File: config.mk
export PLATFORM = sky130hd
export DESIGN_NAME = ctp_timer
export DESIGN_NICKNAME = d
export VERILOG_FILES = /design/src/shared/ctp_pkg.sv /design/src/verilog/ctp_timer.sv
export SDC_FILE = /design/constraint.sdc
export NUM_CORES = 1
export LEC_CHECK = 0
export ABC_AREA = 1
export BUFFER_PORTS_ARGS = -buffer_cell sky130_fd_sc_hd__buf_2
export CORE_UTILIZATION = 49
export DETAILED_ROUTE_END_ITERATION = 8
export PLACE_DENSITY = 0.72
export SLEW_MARGIN = 20
export SYNTH_ARGS = -nofsm -noshare
export SYNTH_HDL_FRONTEND = slang
export SYNTH_SLANG_ARGS = --single-unit
File: constraint.sdc
create_clock -name clk_sys -period 10.3 [get_ports clk_sys]
set_input_delay 0.515 -clock clk_sys [delete_from_list [all_inputs] [get_ports clk_sys]]
set_output_delay 0.515 -clock clk_sys [all_outputs]
set_load 0.02 [all_outputs]
File: src/shared/ctp_pkg.sv
// Constants and types of the configurable timer with prescaler.
// Assumes a 32-bit AXI4-Lite register port whose byte address is four times a register index.
package ctp_pkg;

	// ========================================================================
	// Register indices (byte address is four times the index).
	// ========================================================================
	localparam logic [11:0] IDX_COUNT_LOW  = 12'hFD2; // Low count byte.
	localparam logic [11:0] IDX_COUNT_HIGH = 12'hFD3; // High byte or 8-bit period.
	localparam logic [11:0] IDX_CTRL_A     = 12'hFD4; // Run, output, width, postscale.
	localparam logic [11:0] IDX_CTRL_B     = 12'hFD5; // Source, async, prescale.
	localparam logic [11:0] IDX_STATUS     = 12'hFD6; // Sticky event flag, write one to clear.

	// ========================================================================
	// Field positions and reset values.
	// ========================================================================
	localparam int          STATUS_FLAG_BIT = 0;     // Event flag position in the status word.
	localparam logic [7:0]  CTRL_A_RESET    = 8'h00; // Control A after reset.
	localparam logic [7:0]  CTRL_B_RESET    = 8'h00; // Control B after reset.
	localparam logic [7:0]  COUNT_RESET     = 8'h00; // Count bytes after reset.
	localparam logic [1:0]  INSTR_DIV_LAST  = 2'h3;  // Instruction clock is one in four cycles.
	localparam logic [15:0] COUNT_MAX       = 16'hFFFF; // Last value before the 16-bit wrap.

	// ========================================================================
	// Clock source codes.
	// ========================================================================
	localparam logic [2:0] SRC_PIN      = 3'h0; // Routed pin, non-inverted.
	localparam logic [2:0] SRC_PIN_INV  = 3'h1; // Routed pin, inverted.
	localparam logic [2:0] SRC_INSTR    = 3'h2; // Instruction clock.
	localparam logic [2:0] SRC_HF_OSC   = 3'h3; // High-frequency oscillator.
	localparam logic [2:0] SRC_LF_OSC   = 3'h4; // Low-frequency oscillator.
	localparam logic [2:0] SRC_SEC_OSC  = 3'h5; // Secondary oscillator.

	// ========================================================================
	// Bus response codes.
	// ========================================================================
	localparam logic [1:0] RESP_OKAY   = 2'h0; // Access done.
	localparam logic [1:0] RESP_SLVERR = 2'h2; // Unmapped address.

	// Control register A layout.
	typedef struct packed {
		logic       timer_run_enable;     // Counts only while set.
		logic       reserved;             // Reads as zero.
		logic       timer_output;         // Read-only output level.
		logic       counter_width_select; // One selects 16-bit counting.
		logic [3:0] postscale_select;     // Output divide by value plus one.
	} ctp_ctrl_a_t;

	// Control register B layout.
	typedef struct packed {
		logic [2:0] clock_source_select;   // Source code, see above.
		logic       async_input_enable;    // One counts without waiting for an instruction slot.
		logic [3:0] prescale_ratio_select; // Divide by two to the power of the value.
	} ctp_ctrl_b_t;

endpackage : ctp_pkg

File: src/verilog/ctp_timer.sv
// Configurable timer with prescaler, with an AXI4-Lite register slave.
// Assumes the clock pins are asynchronous to clk_sys and slower than half its rate.
//
// Summary of operation
// - Counter runs in 8-bit or 16-bit width.
// - Each prescaled source rising edge adds one.
// - 8-bit mode compares low byte with shadow period.
// - On match clear low byte, reload shadow.
// - 16-bit low byte read latches upper byte coherently.
// - High write buffers; 16-bit low write loads both.
// - 16-bit mode wraps freely past maximum.
// - Source field picks pin, instruction clock, oscillators.
// - Synchronous mode limited to instruction clock rate.
// - Synchronous mode halts during sleep.
// - Asynchronous mode counts each prescaled edge directly.
// - Asynchronous mode keeps counting pin and oscillator edges through sleep.
// - Sixteen prescale ratios from 1:1 to 1:32768.
// - Prescaler count is hidden and unwritable.
// - Prescaler clears on low or control writes.
// - Match or overflow raises an event.
// - Width bit one is 16-bit, zero 8-bit.
// - Counting only while run enable is set.
// - Output toggles per postscaled match or rollover.
//
// Register access over AXI4-Lite and the register offsets were left to the implementer.
`timescale 1ns/1ps

module ctp_timer (
	// Clock, reset and clock enable.
	input  wire logic        clk_sys,
	input  wire logic        rst,
	input  wire logic        clk_en,
	// Clock sources from outside the domain.
	input  wire logic        ext_clock_pin,
	input  wire logic        high_freq_internal_osc,
	input  wire logic        low_freq_internal_osc,
	input  wire logic        secondary_oscillator,
	// Device sleep state from the power controller.
	input  wire logic        sleep_mode,
	// AXI4-Lite write address channel.
	input  wire logic [15:0] s_axi_awaddr,
	input  wire logic        s_axi_awvalid,
	output logic             s_axi_awready,
	// AXI4-Lite write data channel.
	input  wire logic [31:0] s_axi_wdata,
	input  wire logic [3:0]  s_axi_wstrb,
	input  wire logic        s_axi_wvalid,
	output logic             s_axi_wready,
	// AXI4-Lite write response channel.
	output logic [1:0]       s_axi_bresp,
	output logic             s_axi_bvalid,
	input  wire logic        s_axi_bready,
	// AXI4-Lite read address channel.
	input  wire logic [15:0] s_axi_araddr,
	input  wire logic        s_axi_arvalid,
	output logic             s_axi_arready,
	// AXI4-Lite read data channel.
	output logic [31:0]      s_axi_rdata,
	output logic [1:0]       s_axi_rresp,
	output logic             s_axi_rvalid,
	input  wire logic        s_axi_rready,
	// Timer results.
	output logic             timer_output,
	output logic             timer_event
);

	// ========================================================================
	// Declarations.
	// ========================================================================
	ctp_pkg::ctp_ctrl_a_t ctrl_a_q;       // Control register A.
	ctp_pkg::ctp_ctrl_b_t ctrl_b_q;       // Control register B.
	logic [15:0]          count_q;        // Live counter.
	logic [7:0]           count_high_q;   // High register: period or high byte buffer.
	logic [7:0]           period_shadow_q; // Shadow period used by the 8-bit compare.
	logic [14:0]          prescale_q;     // Hidden prescaler count.
	logic [3:0]           postscale_q;    // Hidden postscaler count.
	logic                 flag_q;         // Sticky event flag.
	logic                 pending_q;      // Synchronous-mode edge waiting for its slot.
	logic [1:0]           instr_div_q;    // Instruction clock divider.
	logic [3:0]           sync1_q;        // First synchroniser stage.
	logic [3:0]           sync2_q;        // Second synchroniser stage.
	logic [3:0]           prev_q;         // Previous settled level for edge finding.
	logic [3:0]           rise;           // Rising edges of the settled inputs.
	logic [3:0]           fall;           // Falling edges of the settled inputs.
	logic                 instr_tick;     // One cycle in four.
	logic                 src_edge;       // Edge of the selected source.
	logic [14:0]          prescale_mask;  // Low bits that must be all ones to pass.
	logic                 prescale_tick;  // Prescaler output edge.
	logic                 advance;        // Counter moves this cycle.
	logic                 wrap_event;     // Match or overflow this cycle.
	logic [3:0]           src_raw;        // Outside clocks in synchroniser order.
	// Bus state: held channels, decoded write strobes and the read strobe.
	logic                 aw_have_q, w_have_q, w_lane0_q, wr_go, rd_go, psc_clear;
	logic                 wr_low, wr_high, wr_ctrl, wr_stat;
	logic [11:0]          aw_idx_q, ar_idx; // Held write index and live read index.
	logic [7:0]           w_byte_q;         // Held write data byte.

	// ========================================================================
	// Clock input synchroniser.
	// ========================================================================
	// Every outside clock settles through two flops; only the second stage is read.
	assign src_raw = {secondary_oscillator, low_freq_internal_osc, high_freq_internal_osc,
		ext_clock_pin};
	genvar gi;
	generate
		for (gi = 0; gi < 4; gi++) begin : g_sync
			// Two stages and the edge memory, one set per input.
			always_ff @(posedge clk_sys or posedge rst) begin
				if (rst) begin
					{sync1_q[gi], sync2_q[gi], prev_q[gi]} <= 3'b000;
				end else if (clk_en) begin
					sync1_q[gi] <= src_raw[gi];
					sync2_q[gi] <= sync1_q[gi];
					prev_q[gi]  <= sync2_q[gi];
				end
			end
			assign rise[gi] = sync2_q[gi] & ~prev_q[gi];
			assign fall[gi] = ~sync2_q[gi] & prev_q[gi];
		end
	endgenerate

	// ========================================================================
	// Instruction clock, source, prescaler and advance.
	// ========================================================================
	// The instruction clock is one cycle in four of the system clock.
	always_ff @(posedge clk_sys or posedge rst) begin
		if (rst) begin
			instr_div_q <= 2'h0;
		end else if (clk_en && !sleep_mode) begin
			instr_div_q <= instr_div_q + 2'h1;
		end
	end
	// No instruction clock exists while the device sleeps.
	assign instr_tick = (instr_div_q == ctp_pkg::INSTR_DIV_LAST) & ~sleep_mode;

	// Pick the edge of the chosen source; reserved codes never count.
	always_comb begin
		case (ctrl_b_q.clock_source_select)
			ctp_pkg::SRC_PIN:     src_edge = rise[0];
			ctp_pkg::SRC_PIN_INV: src_edge = fall[0]; // Rising edge of the inverted pin.
			ctp_pkg::SRC_INSTR:   src_edge = instr_tick;
			ctp_pkg::SRC_HF_OSC:  src_edge = rise[1];
			ctp_pkg::SRC_LF_OSC:  src_edge = rise[2];
			ctp_pkg::SRC_SEC_OSC: src_edge = rise[3];
			default:              src_edge = 1'b0;
		endcase
	end

	// Value n passes one edge in two to the n; zero passes every edge.
	assign prescale_mask = 15'((16'h1 << ctrl_b_q.prescale_ratio_select) - 16'h1);
	assign prescale_tick = src_edge & ((prescale_q & prescale_mask) == prescale_mask);
	// Low-byte and control writes restart the division.
	assign psc_clear     = wr_low | wr_ctrl;

	// The count has no read path and no write path from the bus.
	always_ff @(posedge clk_sys or posedge rst) begin
		if (rst) begin
			prescale_q <= 15'h0000;
		end else if (clk_en) begin
			if (psc_clear || !ctrl_a_q.timer_run_enable) begin
				prescale_q <= 15'h0000;
			end else if (src_edge) begin
				prescale_q <= prescale_tick ? 15'h0000 : prescale_q + 15'h0001;
			end
		end
	end

	// Sync mode holds one edge for the next instruction slot; faster edges are lost.
	always_ff @(posedge clk_sys or posedge rst) begin
		if (rst) begin
			pending_q <= 1'b0;
		end else if (clk_en) begin
			if (psc_clear || !ctrl_a_q.timer_run_enable || ctrl_b_q.async_input_enable) begin
				pending_q <= 1'b0;
			end else if (prescale_tick) begin
				pending_q <= 1'b1;
			end else if (instr_tick) begin
				pending_q <= 1'b0;
			end
		end
	end

	// Asynchronous mode uses the prescaler edge directly, sleep or not.
	always_comb begin
		if (!ctrl_a_q.timer_run_enable) begin
			advance = 1'b0;
		end else if (ctrl_b_q.async_input_enable) begin
			advance = prescale_tick;
		end else begin
			advance = pending_q & instr_tick;
		end
	end

	// A match in 8-bit mode or the wrap in 16-bit mode.
	assign wrap_event = advance & (ctrl_a_q.counter_width_select ? (count_q == ctp_pkg::COUNT_MAX)
		: (count_q[7:0] == period_shadow_q));
	assign timer_event = wrap_event;

	// ========================================================================
	// Counter, shadow period, postscaler and flag.
	// ========================================================================
	// A bus write to the low byte takes priority over a counting edge.
	always_ff @(posedge clk_sys or posedge rst) begin
		if (rst) begin
			count_q <= {ctp_pkg::COUNT_RESET, ctp_pkg::COUNT_RESET};
		end else if (clk_en) begin
			if (wr_low) begin
				count_q <= {ctrl_a_q.counter_width_select ? count_high_q : count_q[15:8],
					w_byte_q};
			end else if (advance) begin
				if (ctrl_a_q.counter_width_select) begin
					count_q <= count_q + 16'h0001;
				end else if (wrap_event) begin
					count_q[7:0] <= 8'h00;
				end else begin
					count_q[7:0] <= count_q[7:0] + 8'h01;
				end
			end
		end
	end

	// The shadow period reloads from the high register at each match.
	always_ff @(posedge clk_sys or posedge rst) begin
		if (rst) begin
			period_shadow_q <= ctp_pkg::COUNT_RESET;
		end else if (clk_en && wrap_event && !ctrl_a_q.counter_width_select) begin
			period_shadow_q <= count_high_q;
		end
	end

	// High register: bus writes fill it; a 16-bit low read latches the upper byte.
	always_ff @(posedge clk_sys or posedge rst) begin
		if (rst) begin
			count_high_q <= ctp_pkg::COUNT_RESET;
		end else if (clk_en) begin
			if (wr_high) begin
				count_high_q <= w_byte_q;
			end else if (rd_go && ar_idx == ctp_pkg::IDX_COUNT_LOW
					&& ctrl_a_q.counter_width_select) begin
				count_high_q <= count_q[15:8];
			end
		end
	end

	// Output toggles every postscale-plus-one events; 1:1 toggles on each.
	always_ff @(posedge clk_sys or posedge rst) begin
		if (rst) begin
			postscale_q            <= 4'h0;
			timer_output           <= 1'b0;
		end else if (clk_en) begin
			if (psc_clear) begin
				postscale_q <= 4'h0;
			end else if (wrap_event) begin
				if (postscale_q == ctrl_a_q.postscale_select) begin
					postscale_q  <= 4'h0;
					timer_output <= ~timer_output;
				end else begin
					postscale_q <= postscale_q + 4'h1;
				end
			end
		end
	end

	// Sticky flag; a postscaled event in the clearing cycle keeps it set.
	always_ff @(posedge clk_sys or posedge rst) begin
		if (rst) begin
			flag_q <= 1'b0;
		end else if (clk_en) begin
			if (wrap_event && postscale_q == ctrl_a_q.postscale_select) begin
				flag_q <= 1'b1;
			end else if (wr_stat && w_byte_q[ctp_pkg::STATUS_FLAG_BIT]) begin
				flag_q <= 1'b0;
			end
		end
	end

	// ========================================================================
	// Control registers.
	// ========================================================================
	// The output bit of control A mirrors the live output, never stored.
	always_ff @(posedge clk_sys or posedge rst) begin
		if (rst) begin
			ctrl_a_q <= ctp_pkg::ctp_ctrl_a_t'(ctp_pkg::CTRL_A_RESET);
			ctrl_b_q <= ctp_pkg::ctp_ctrl_b_t'(ctp_pkg::CTRL_B_RESET);
		end else if (clk_en && wr_go && w_lane0_q) begin
			if (aw_idx_q == ctp_pkg::IDX_CTRL_A) begin
				ctrl_a_q <= ctp_pkg::ctp_ctrl_a_t'({w_byte_q[7], 2'b00, w_byte_q[4:0]});
			end else if (aw_idx_q == ctp_pkg::IDX_CTRL_B) begin
				ctrl_b_q <= ctp_pkg::ctp_ctrl_b_t'(w_byte_q);
			end
		end
	end

	// ========================================================================
	// AXI4-Lite slave.
	// ========================================================================
	// Address and data are taken in either order; the write happens once both are held.
	assign s_axi_awready = ~aw_have_q & ~s_axi_bvalid;
	assign s_axi_wready  = ~w_have_q & ~s_axi_bvalid;
	assign wr_go         = aw_have_q & w_have_q & ~s_axi_bvalid;
	assign wr_low        = wr_go & w_lane0_q & (aw_idx_q == ctp_pkg::IDX_COUNT_LOW);
	assign wr_high       = wr_go & w_lane0_q & (aw_idx_q == ctp_pkg::IDX_COUNT_HIGH);
	assign wr_stat       = wr_go & w_lane0_q & (aw_idx_q == ctp_pkg::IDX_STATUS);
	assign wr_ctrl       = wr_go & w_lane0_q & ((aw_idx_q == ctp_pkg::IDX_CTRL_A)
		| (aw_idx_q == ctp_pkg::IDX_CTRL_B));

	// Holding registers and the response.
	always_ff @(posedge clk_sys or posedge rst) begin
		if (rst) begin
			aw_have_q    <= 1'b0;
			w_have_q     <= 1'b0;
			aw_idx_q     <= 12'h000;
			w_byte_q     <= 8'h00;
			w_lane0_q    <= 1'b0;
			s_axi_bvalid <= 1'b0;
			s_axi_bresp  <= ctp_pkg::RESP_OKAY;
		end else if (clk_en) begin
			if (s_axi_awvalid && s_axi_awready) begin
				aw_have_q <= 1'b1;
				aw_idx_q  <= s_axi_awaddr[13:2];
			end
			if (s_axi_wvalid && s_axi_wready) begin
				w_have_q  <= 1'b1;
				w_byte_q  <= s_axi_wdata[7:0];
				w_lane0_q <= s_axi_wstrb[0];
			end
			if (wr_go) begin
				aw_have_q    <= 1'b0;
				w_have_q     <= 1'b0;
				s_axi_bvalid <= 1'b1;
				s_axi_bresp  <= (aw_idx_q >= ctp_pkg::IDX_COUNT_LOW && aw_idx_q <= ctp_pkg::IDX_STATUS)
					? ctp_pkg::RESP_OKAY : ctp_pkg::RESP_SLVERR;
			end else if (s_axi_bvalid && s_axi_bready) begin
				s_axi_bvalid <= 1'b0;
			end
		end
	end

	// The read is answered at the same edge that takes the address.
	assign s_axi_arready = ~s_axi_rvalid;
	assign rd_go         = s_axi_arvalid & s_axi_arready;
	assign ar_idx        = s_axi_araddr[13:2];

	// Read data is registered; the prescaler never appears here.
	always_ff @(posedge clk_sys or posedge rst) begin
		if (rst) begin
			s_axi_rvalid <= 1'b0;
			s_axi_rdata  <= 32'h00000000;
			s_axi_rresp  <= ctp_pkg::RESP_OKAY;
		end else if (clk_en) begin
			if (rd_go) begin
				s_axi_rvalid <= 1'b1;
				s_axi_rresp  <= ctp_pkg::RESP_OKAY;
				s_axi_rdata  <= 32'h00000000; // Unmapped places read as zero.
				case (ar_idx)
					ctp_pkg::IDX_COUNT_LOW:  s_axi_rdata <= {24'h000000, count_q[7:0]};
					ctp_pkg::IDX_COUNT_HIGH: s_axi_rdata <= {24'h000000, count_high_q};
					ctp_pkg::IDX_CTRL_A:     s_axi_rdata <= {24'h000000, 8'(ctrl_a_q) | {2'b00, timer_output, 5'h00}};
					ctp_pkg::IDX_CTRL_B:     s_axi_rdata <= {24'h000000, ctrl_b_q};
					ctp_pkg::IDX_STATUS:     s_axi_rdata <= {31'h00000000, flag_q};
					default:                 s_axi_rresp <= ctp_pkg::RESP_SLVERR;
				endcase
			end else if (s_axi_rvalid && s_axi_rready) begin
				s_axi_rvalid <= 1'b0;
			end
		end
	end

endmodule : ctp_timer

# [After elaboration in Yosys (flattened, before gate mapping)]
# Cells that the tools add are included.
[word_totals] register_bits=143 inputBits=81 out_inout_bits=43 word_cells=188
[op_classes] add_sub_neg=6 magnitude_cmp=2 eq_ne=22 n_shift=1 mux=34 bitwise_logic=36 n_reduce_logical=49
[ops] cell="== test 12 bit, second input constant" count=10
[ops] cell="two-way mux 8 bit" count=6
[ops] cell="two-way mux 15 bit" count=3
[ops] cell="case mux 8 bit (5 select lines)" count=1
[ops] cell="two-way mux 16 bit" count=2
[ops] cell="AND reduction 2 bit" count=15
[ops] cell="bitwise AND 1 bit" count=19
[ops] cell="nonzero test 2 bit" count=9
[ops] cell="adder 16 x 1 -> 16 bit, second input constant" count=1
[ops] cell="== test 16 bit, second input constant" count=1
[ops] cell="two-way mux 1 bit" count=16
[ops] cell="adder 15 x 1 -> 15 bit, second input constant" count=1
[ops] cell="bitwise AND 15 bit" count=1
[ops] cell="== test 15 bit" count=1
[ops] cell="<< shifter 1 x 4 -> 15 bit, first input constant" count=1
[ops] cell="subtractor 15 x 1 -> 15 bit, second input constant" count=1
[ops] cell="logical AND 1 bit" count=14
[ops] cell="inverter 1 bit" count=13
[ops] cell=">= comparator 12 bit, second input constant" count=1
[ops] cell="less-or-equal comparator 12 bit, second input constant" count=1
[ops] cell="two-way mux 4 bit" count=3
[ops] cell="adder 8 x 1 -> 8 bit, second input constant" count=1
[ops] cell="== test 8 bit" count=1
[ops] cell="OR 8 x 6 -> 8 bit" count=1
[ops] cell="18 further kinds" count=27

# [Depth between registers and ports, before layout]
[depth] depth_word=12 ltp_mapped=20 depth_no_buf=19

# [Worst setup path before layout]
# No wires, ideal clock.
[synth_path] kind="register to output" start="reg ctrl_b_q[1] (netlist name)" end="out timer_event" arrival_time_ns=2.027 required_time_ns=9.785 setup_slack_ns=7.758 path_stages_with_launch=17 n_path_buf=1 cell_sequence="dfrtp_1 > buf_4 > nor2_1 > nand2_1 > ha_1 > nor2_1 > nor2_1 > nand2_1 > nor2_1 > nand2_1 > nor2_1 > nand2_1 > nor2_2 > nand2_2 > nand2_4 > nand3_4 > inv_1"
[synth_between] elab_chain_len=8
[synth_rtl] element="start: declaration" line_no="ctp_timer.sv:71" source="ctp_pkg::ctp_ctrl_b_t ctrl_b_q;"
[synth_rtl] element="start signal: assignment" line_no="ctp_timer.sv:284" source="ctrl_b_q <= ctp_pkg::ctp_ctrl_b_t'(ctp_pkg::CTRL_B_RESET);"
[synth_rtl] element="start signal: assignment" line_no="ctp_timer.sv:289" source="ctrl_b_q <= ctp_pkg::ctp_ctrl_b_t'(w_byte_q);"
[synth_rtl] element="<< shifter 1 x 4 -> 15 bit (*)" line_no="ctp_timer.sv:150" source="assign prescale_mask = 15'((16'h1 << ctrl_b_q.prescale_ratio_select) - 16'h1);"
[synth_rtl] element="subtractor 15 x 1 -> 15 bit (*)" line_no="ctp_timer.sv:150"
[synth_rtl] element="bitwise AND 15 bit" line_no="ctp_timer.sv:151" source="assign prescale_tick = src_edge & ((prescale_q & prescale_mask) == prescale_mask);"
[synth_rtl] element="== test 15 bit (*)" line_no="ctp_timer.sv:151"
[synth_rtl] element="bitwise AND 1 bit (*)" line_no="ctp_timer.sv:151"
[synth_rtl] element="two-way mux 1 bit (*)" line_no="ctp_timer.sv:187" source="end else if (ctrl_b_q.async_input_enable) begin"
[synth_rtl] element="two-way mux 1 bit (*)" line_no="ctp_timer.sv:185" source="if (!ctrl_a_q.timer_run_enable) begin"
[synth_rtl] element="bitwise AND 1 bit (*)" line_no="ctp_timer.sv:195" source="assign wrap_event = advance & (ctrl_a_q.counter_width_select ? (count_q == ctp_pkg::COUNT_MAX)"
[synth_rtl] element="end: declaration" line_no="ctp_timer.sv:64" source="output logic timer_event"
# Every way passes the cells marked *; elsewhere a longest branch is shown, timed or not.

# [Final worst setup path]
# Ends and elaborated chain as after synthesis.

==> impl_metrics.ini <==
[run_status]
outcome = complete, no violations

[placement]
dp_slack_ps = 7320
placed_cells = 1135
place_area_um2 = 7200
globalplace.congestion = 0.952
dp_hpwl_um = 12200
io_buffers = 62

[floorplanning]
rows = 42
core-area_um2 = 13500
fp.dieW_um = 120
dieArea_um2 = 14400
start_util = 0.509
die_h_um = 120
ios = 124

[detailed_routing]
first_iter_violations = 602
via_per_inst = 5.30
ant_nets = 0
drc = 0
wirelength_um = 17000
wl_per_cell_um = 14.6
vias = 6184
drt_pass1_iterations = 8

[sta]
setup_slack_ps = 6800
final.period_utilization = 0.340
worst-slew-pin-transition_ps = 782
clock_skew_ps = 5.89
slew_violations = 0
fin_crit_ps = 3500
slew_headroom = 0.477
timing.fmax_mhz = 286
tns_ps = 0
rsz0062_at_grt = no
hold_viol = 0
worst_hold_slack_ps = 116
setup_viol = 0

[synth]
synth_ff_type = dfrtp_1
ys_warn_count = 0
ys_seq_area_frac = 0.428
async_flop_share = 1.00
avgSynthCellArea_um2 = 7.48
netlist_area_um2 = 6840
ys_ff_latch = 117
synthCells = 915
synth_edf_count = 0
synth_cell_types = 46

[grt]
grt-ovfl-total = 0
grt_max_degree = 81
grt_usage = 0.254
grt_pass1_vias = 5751
antenna_found_initial = 0
grt_pass1_wl_um = 28600

[critical_path]
r2r_start = ctrl_b_q[1]$_DFFE_PP0P_
cp-end-kind = primary output
r2r_slack_ps = 7350
critPathLaunchType = flip-flop
r2r_end = postscale_q[2]$_DFFE_PP0P_
critical_path_arrival_ps = 2990
cp_max_fo = 9
rr_worst_depth = 17
critPathRequiredTime_ps = 9790
crit_type = reg -> out

[cells_and_area]
design_area_um2 = 7820
final_common_cell = nand2_1
diodes = 0
fin_util = 0.581
drive_gt1_frac = 0.138
nNetsFinal = 1064
synthToLayoutAreaGrowth_pct = 14.2
fin_cells = 1167
final_cell_mix = nand2_1, dfrtp_1, inv_1

[power_and_ir_drop]
peakVddDrop_v = 0.000141
finalPower_mw = 1.38
power.leakage_nw = 3.84
p_comb_frac = 0.148
power_density_nw_per_um2 = 176
intPower_mw = 0.977
p_clk_frac = 0.447
p_seq_frac = 0.404
swShare = 0.292
switching_power_mw = 0.402

[clocking]
path_clk_slew_ps = 50
clock_sinks = 117
numCtsBuffers = 17
post_cts_resized = 0
clk_latency_ps = 420
cts_setup_buffers = 0
htree_levels = 4
cts-root-buf = clkbuf_16
cts_hold_buf = 0
max-clock-path-buffers = 2
cts_tree = built

[hold_path]
min_path_type = in -> async

[flow_run]
drv_cap = 0
[cell type report]
cell class / count / area (um^2)
tap: 176 / 220
multi-input combinational: 669 / 3310
fill: 1266 / 5630
sequential: 117 / 2930
clock buffer: 19 / 443
clock inverter: 13 / 174
timing repair buffer: 64 / 329
inverter: 109 / 414
[sequential cells by signal, summed over array words and instances, names as in the netlist, 4 cells and up]
name,flops
count_high_q,8
count_q,16
s_axi_rdata,8
postscale_q,4
prev_q,4
period_shadow_q,8
w_byte_q,8
sync2_q,4
aw_idx_q,12
ctrl_b_q,8
sync1_q,4
ctrl_a_q,6
prescale_q,15
[Yosys cell counts (3+ instances only)]
cell | number | area [um^2]
nand2_1 | 263 | 987
clkinv_1 | 3 | 11.3
nor4_1 | 7 | 43.8
inv_1 | 102 | 383
xor2_1 | 12 | 105
xnor2_1 | 9 | 78.8
nand4_1 | 13 | 81.3
mux2_2 | 16 | 180
o21ai_0 | 80 | 400
clkbuf_1 | 11 | 41.3
nand3_1 | 61 | 305
nor3_1 | 19 | 95.1
nor2_2 | 3 | 18.8
inv_2 | 3 | 11.3
or2_2 | 4 | 25.0
nor2_1 | 76 | 285
ha_1 | 5 | 62.6
buf_4 | 28 | 210
a22o_1 | 6 | 52.6
dfrtp_1 | 117 | 2930
a21oi_1 | 31 | 155
buf_2 | 5 | 25.0
nand2_4 | 3 | 33.8
nor2_4 | 3 | 33.8
o22ai_1 | 7 | 43.8
[layer usage]
layer  part of all wire  global-route usage  up-vias
met4              0.017              0.0906        0
li1                   -                   -     3048
met1               0.49               0.359     2880
met5                  0                   0        -
met3              0.061              0.0495       28
met2               0.44               0.388      228
[worst max-delay path: stages, from the launching register on]
cell     delay (ps)
dfrtp_1         500
nor2_1          310
nand2_1         100
ha_1            300
nor2_1           40
nor2_1          100
nand2_1          60
nor2_1           90
nand2_1          60
nor2_1          130
nand2_1          90
nor2_2          140
nand2_2         120
nand2_4         130
nand3_4         150
inv_1            90
buf_2           160
[power groups by stage]
stage                     logic (mW)  registers [mW]  clock network, mW
after floorplan                0.150           0.561                  0
after CTS                      0.205           0.557              0.625
after global routing           0.235           0.565              0.643
after global placement         0.200           0.563                  0
final                          0.205           0.558              0.617
after detailed placement       0.204           0.565                  0
[how the worst max path moves through the flow]
| stage | from | endpoint | cells after the start |
|---|---|---|---|
| final | ctrl_b_q[1]$_DFFE_PP0P_ | timer_event | 16 |
| after floorplan | rst | aw_have_q$_DFFE_PP0P_ | 1 |
| after detailed placement | ctrl_b_q[1]$_DFFE_PP0P_ | timer_event | 16 |
| after CTS | ctrl_b_q[1]$_DFFE_PP0P_ | timer_event | 16 |
| after global placement | ctrl_b_q[1]$_DFFE_PP0P_ | timer_event | 16 |
| after global routing | ctrl_b_q[1]$_DFFE_PP0P_ | timer_event | 16 |
[cells by family (layout without fill, tap and decap cells)]
kind of cell             after synthesis  count (layout)  share of synthesized area
AND/OR/NAND/NOR                      459             459                      0.290
buffers and inverters                154             205                      0.102
AO/OA/AOI/OAI                        142             142                      0.117
flip-flops                           117             117                      0.428
XOR/XNOR                              21              21                     0.0269
multiplexers                          16              16                     0.0263
adder cells (fa/ha/maj)                5               5                    0.00914
other                                  1              26                   0.000548
Note: power is estimated with default switching activity, not from simulation.
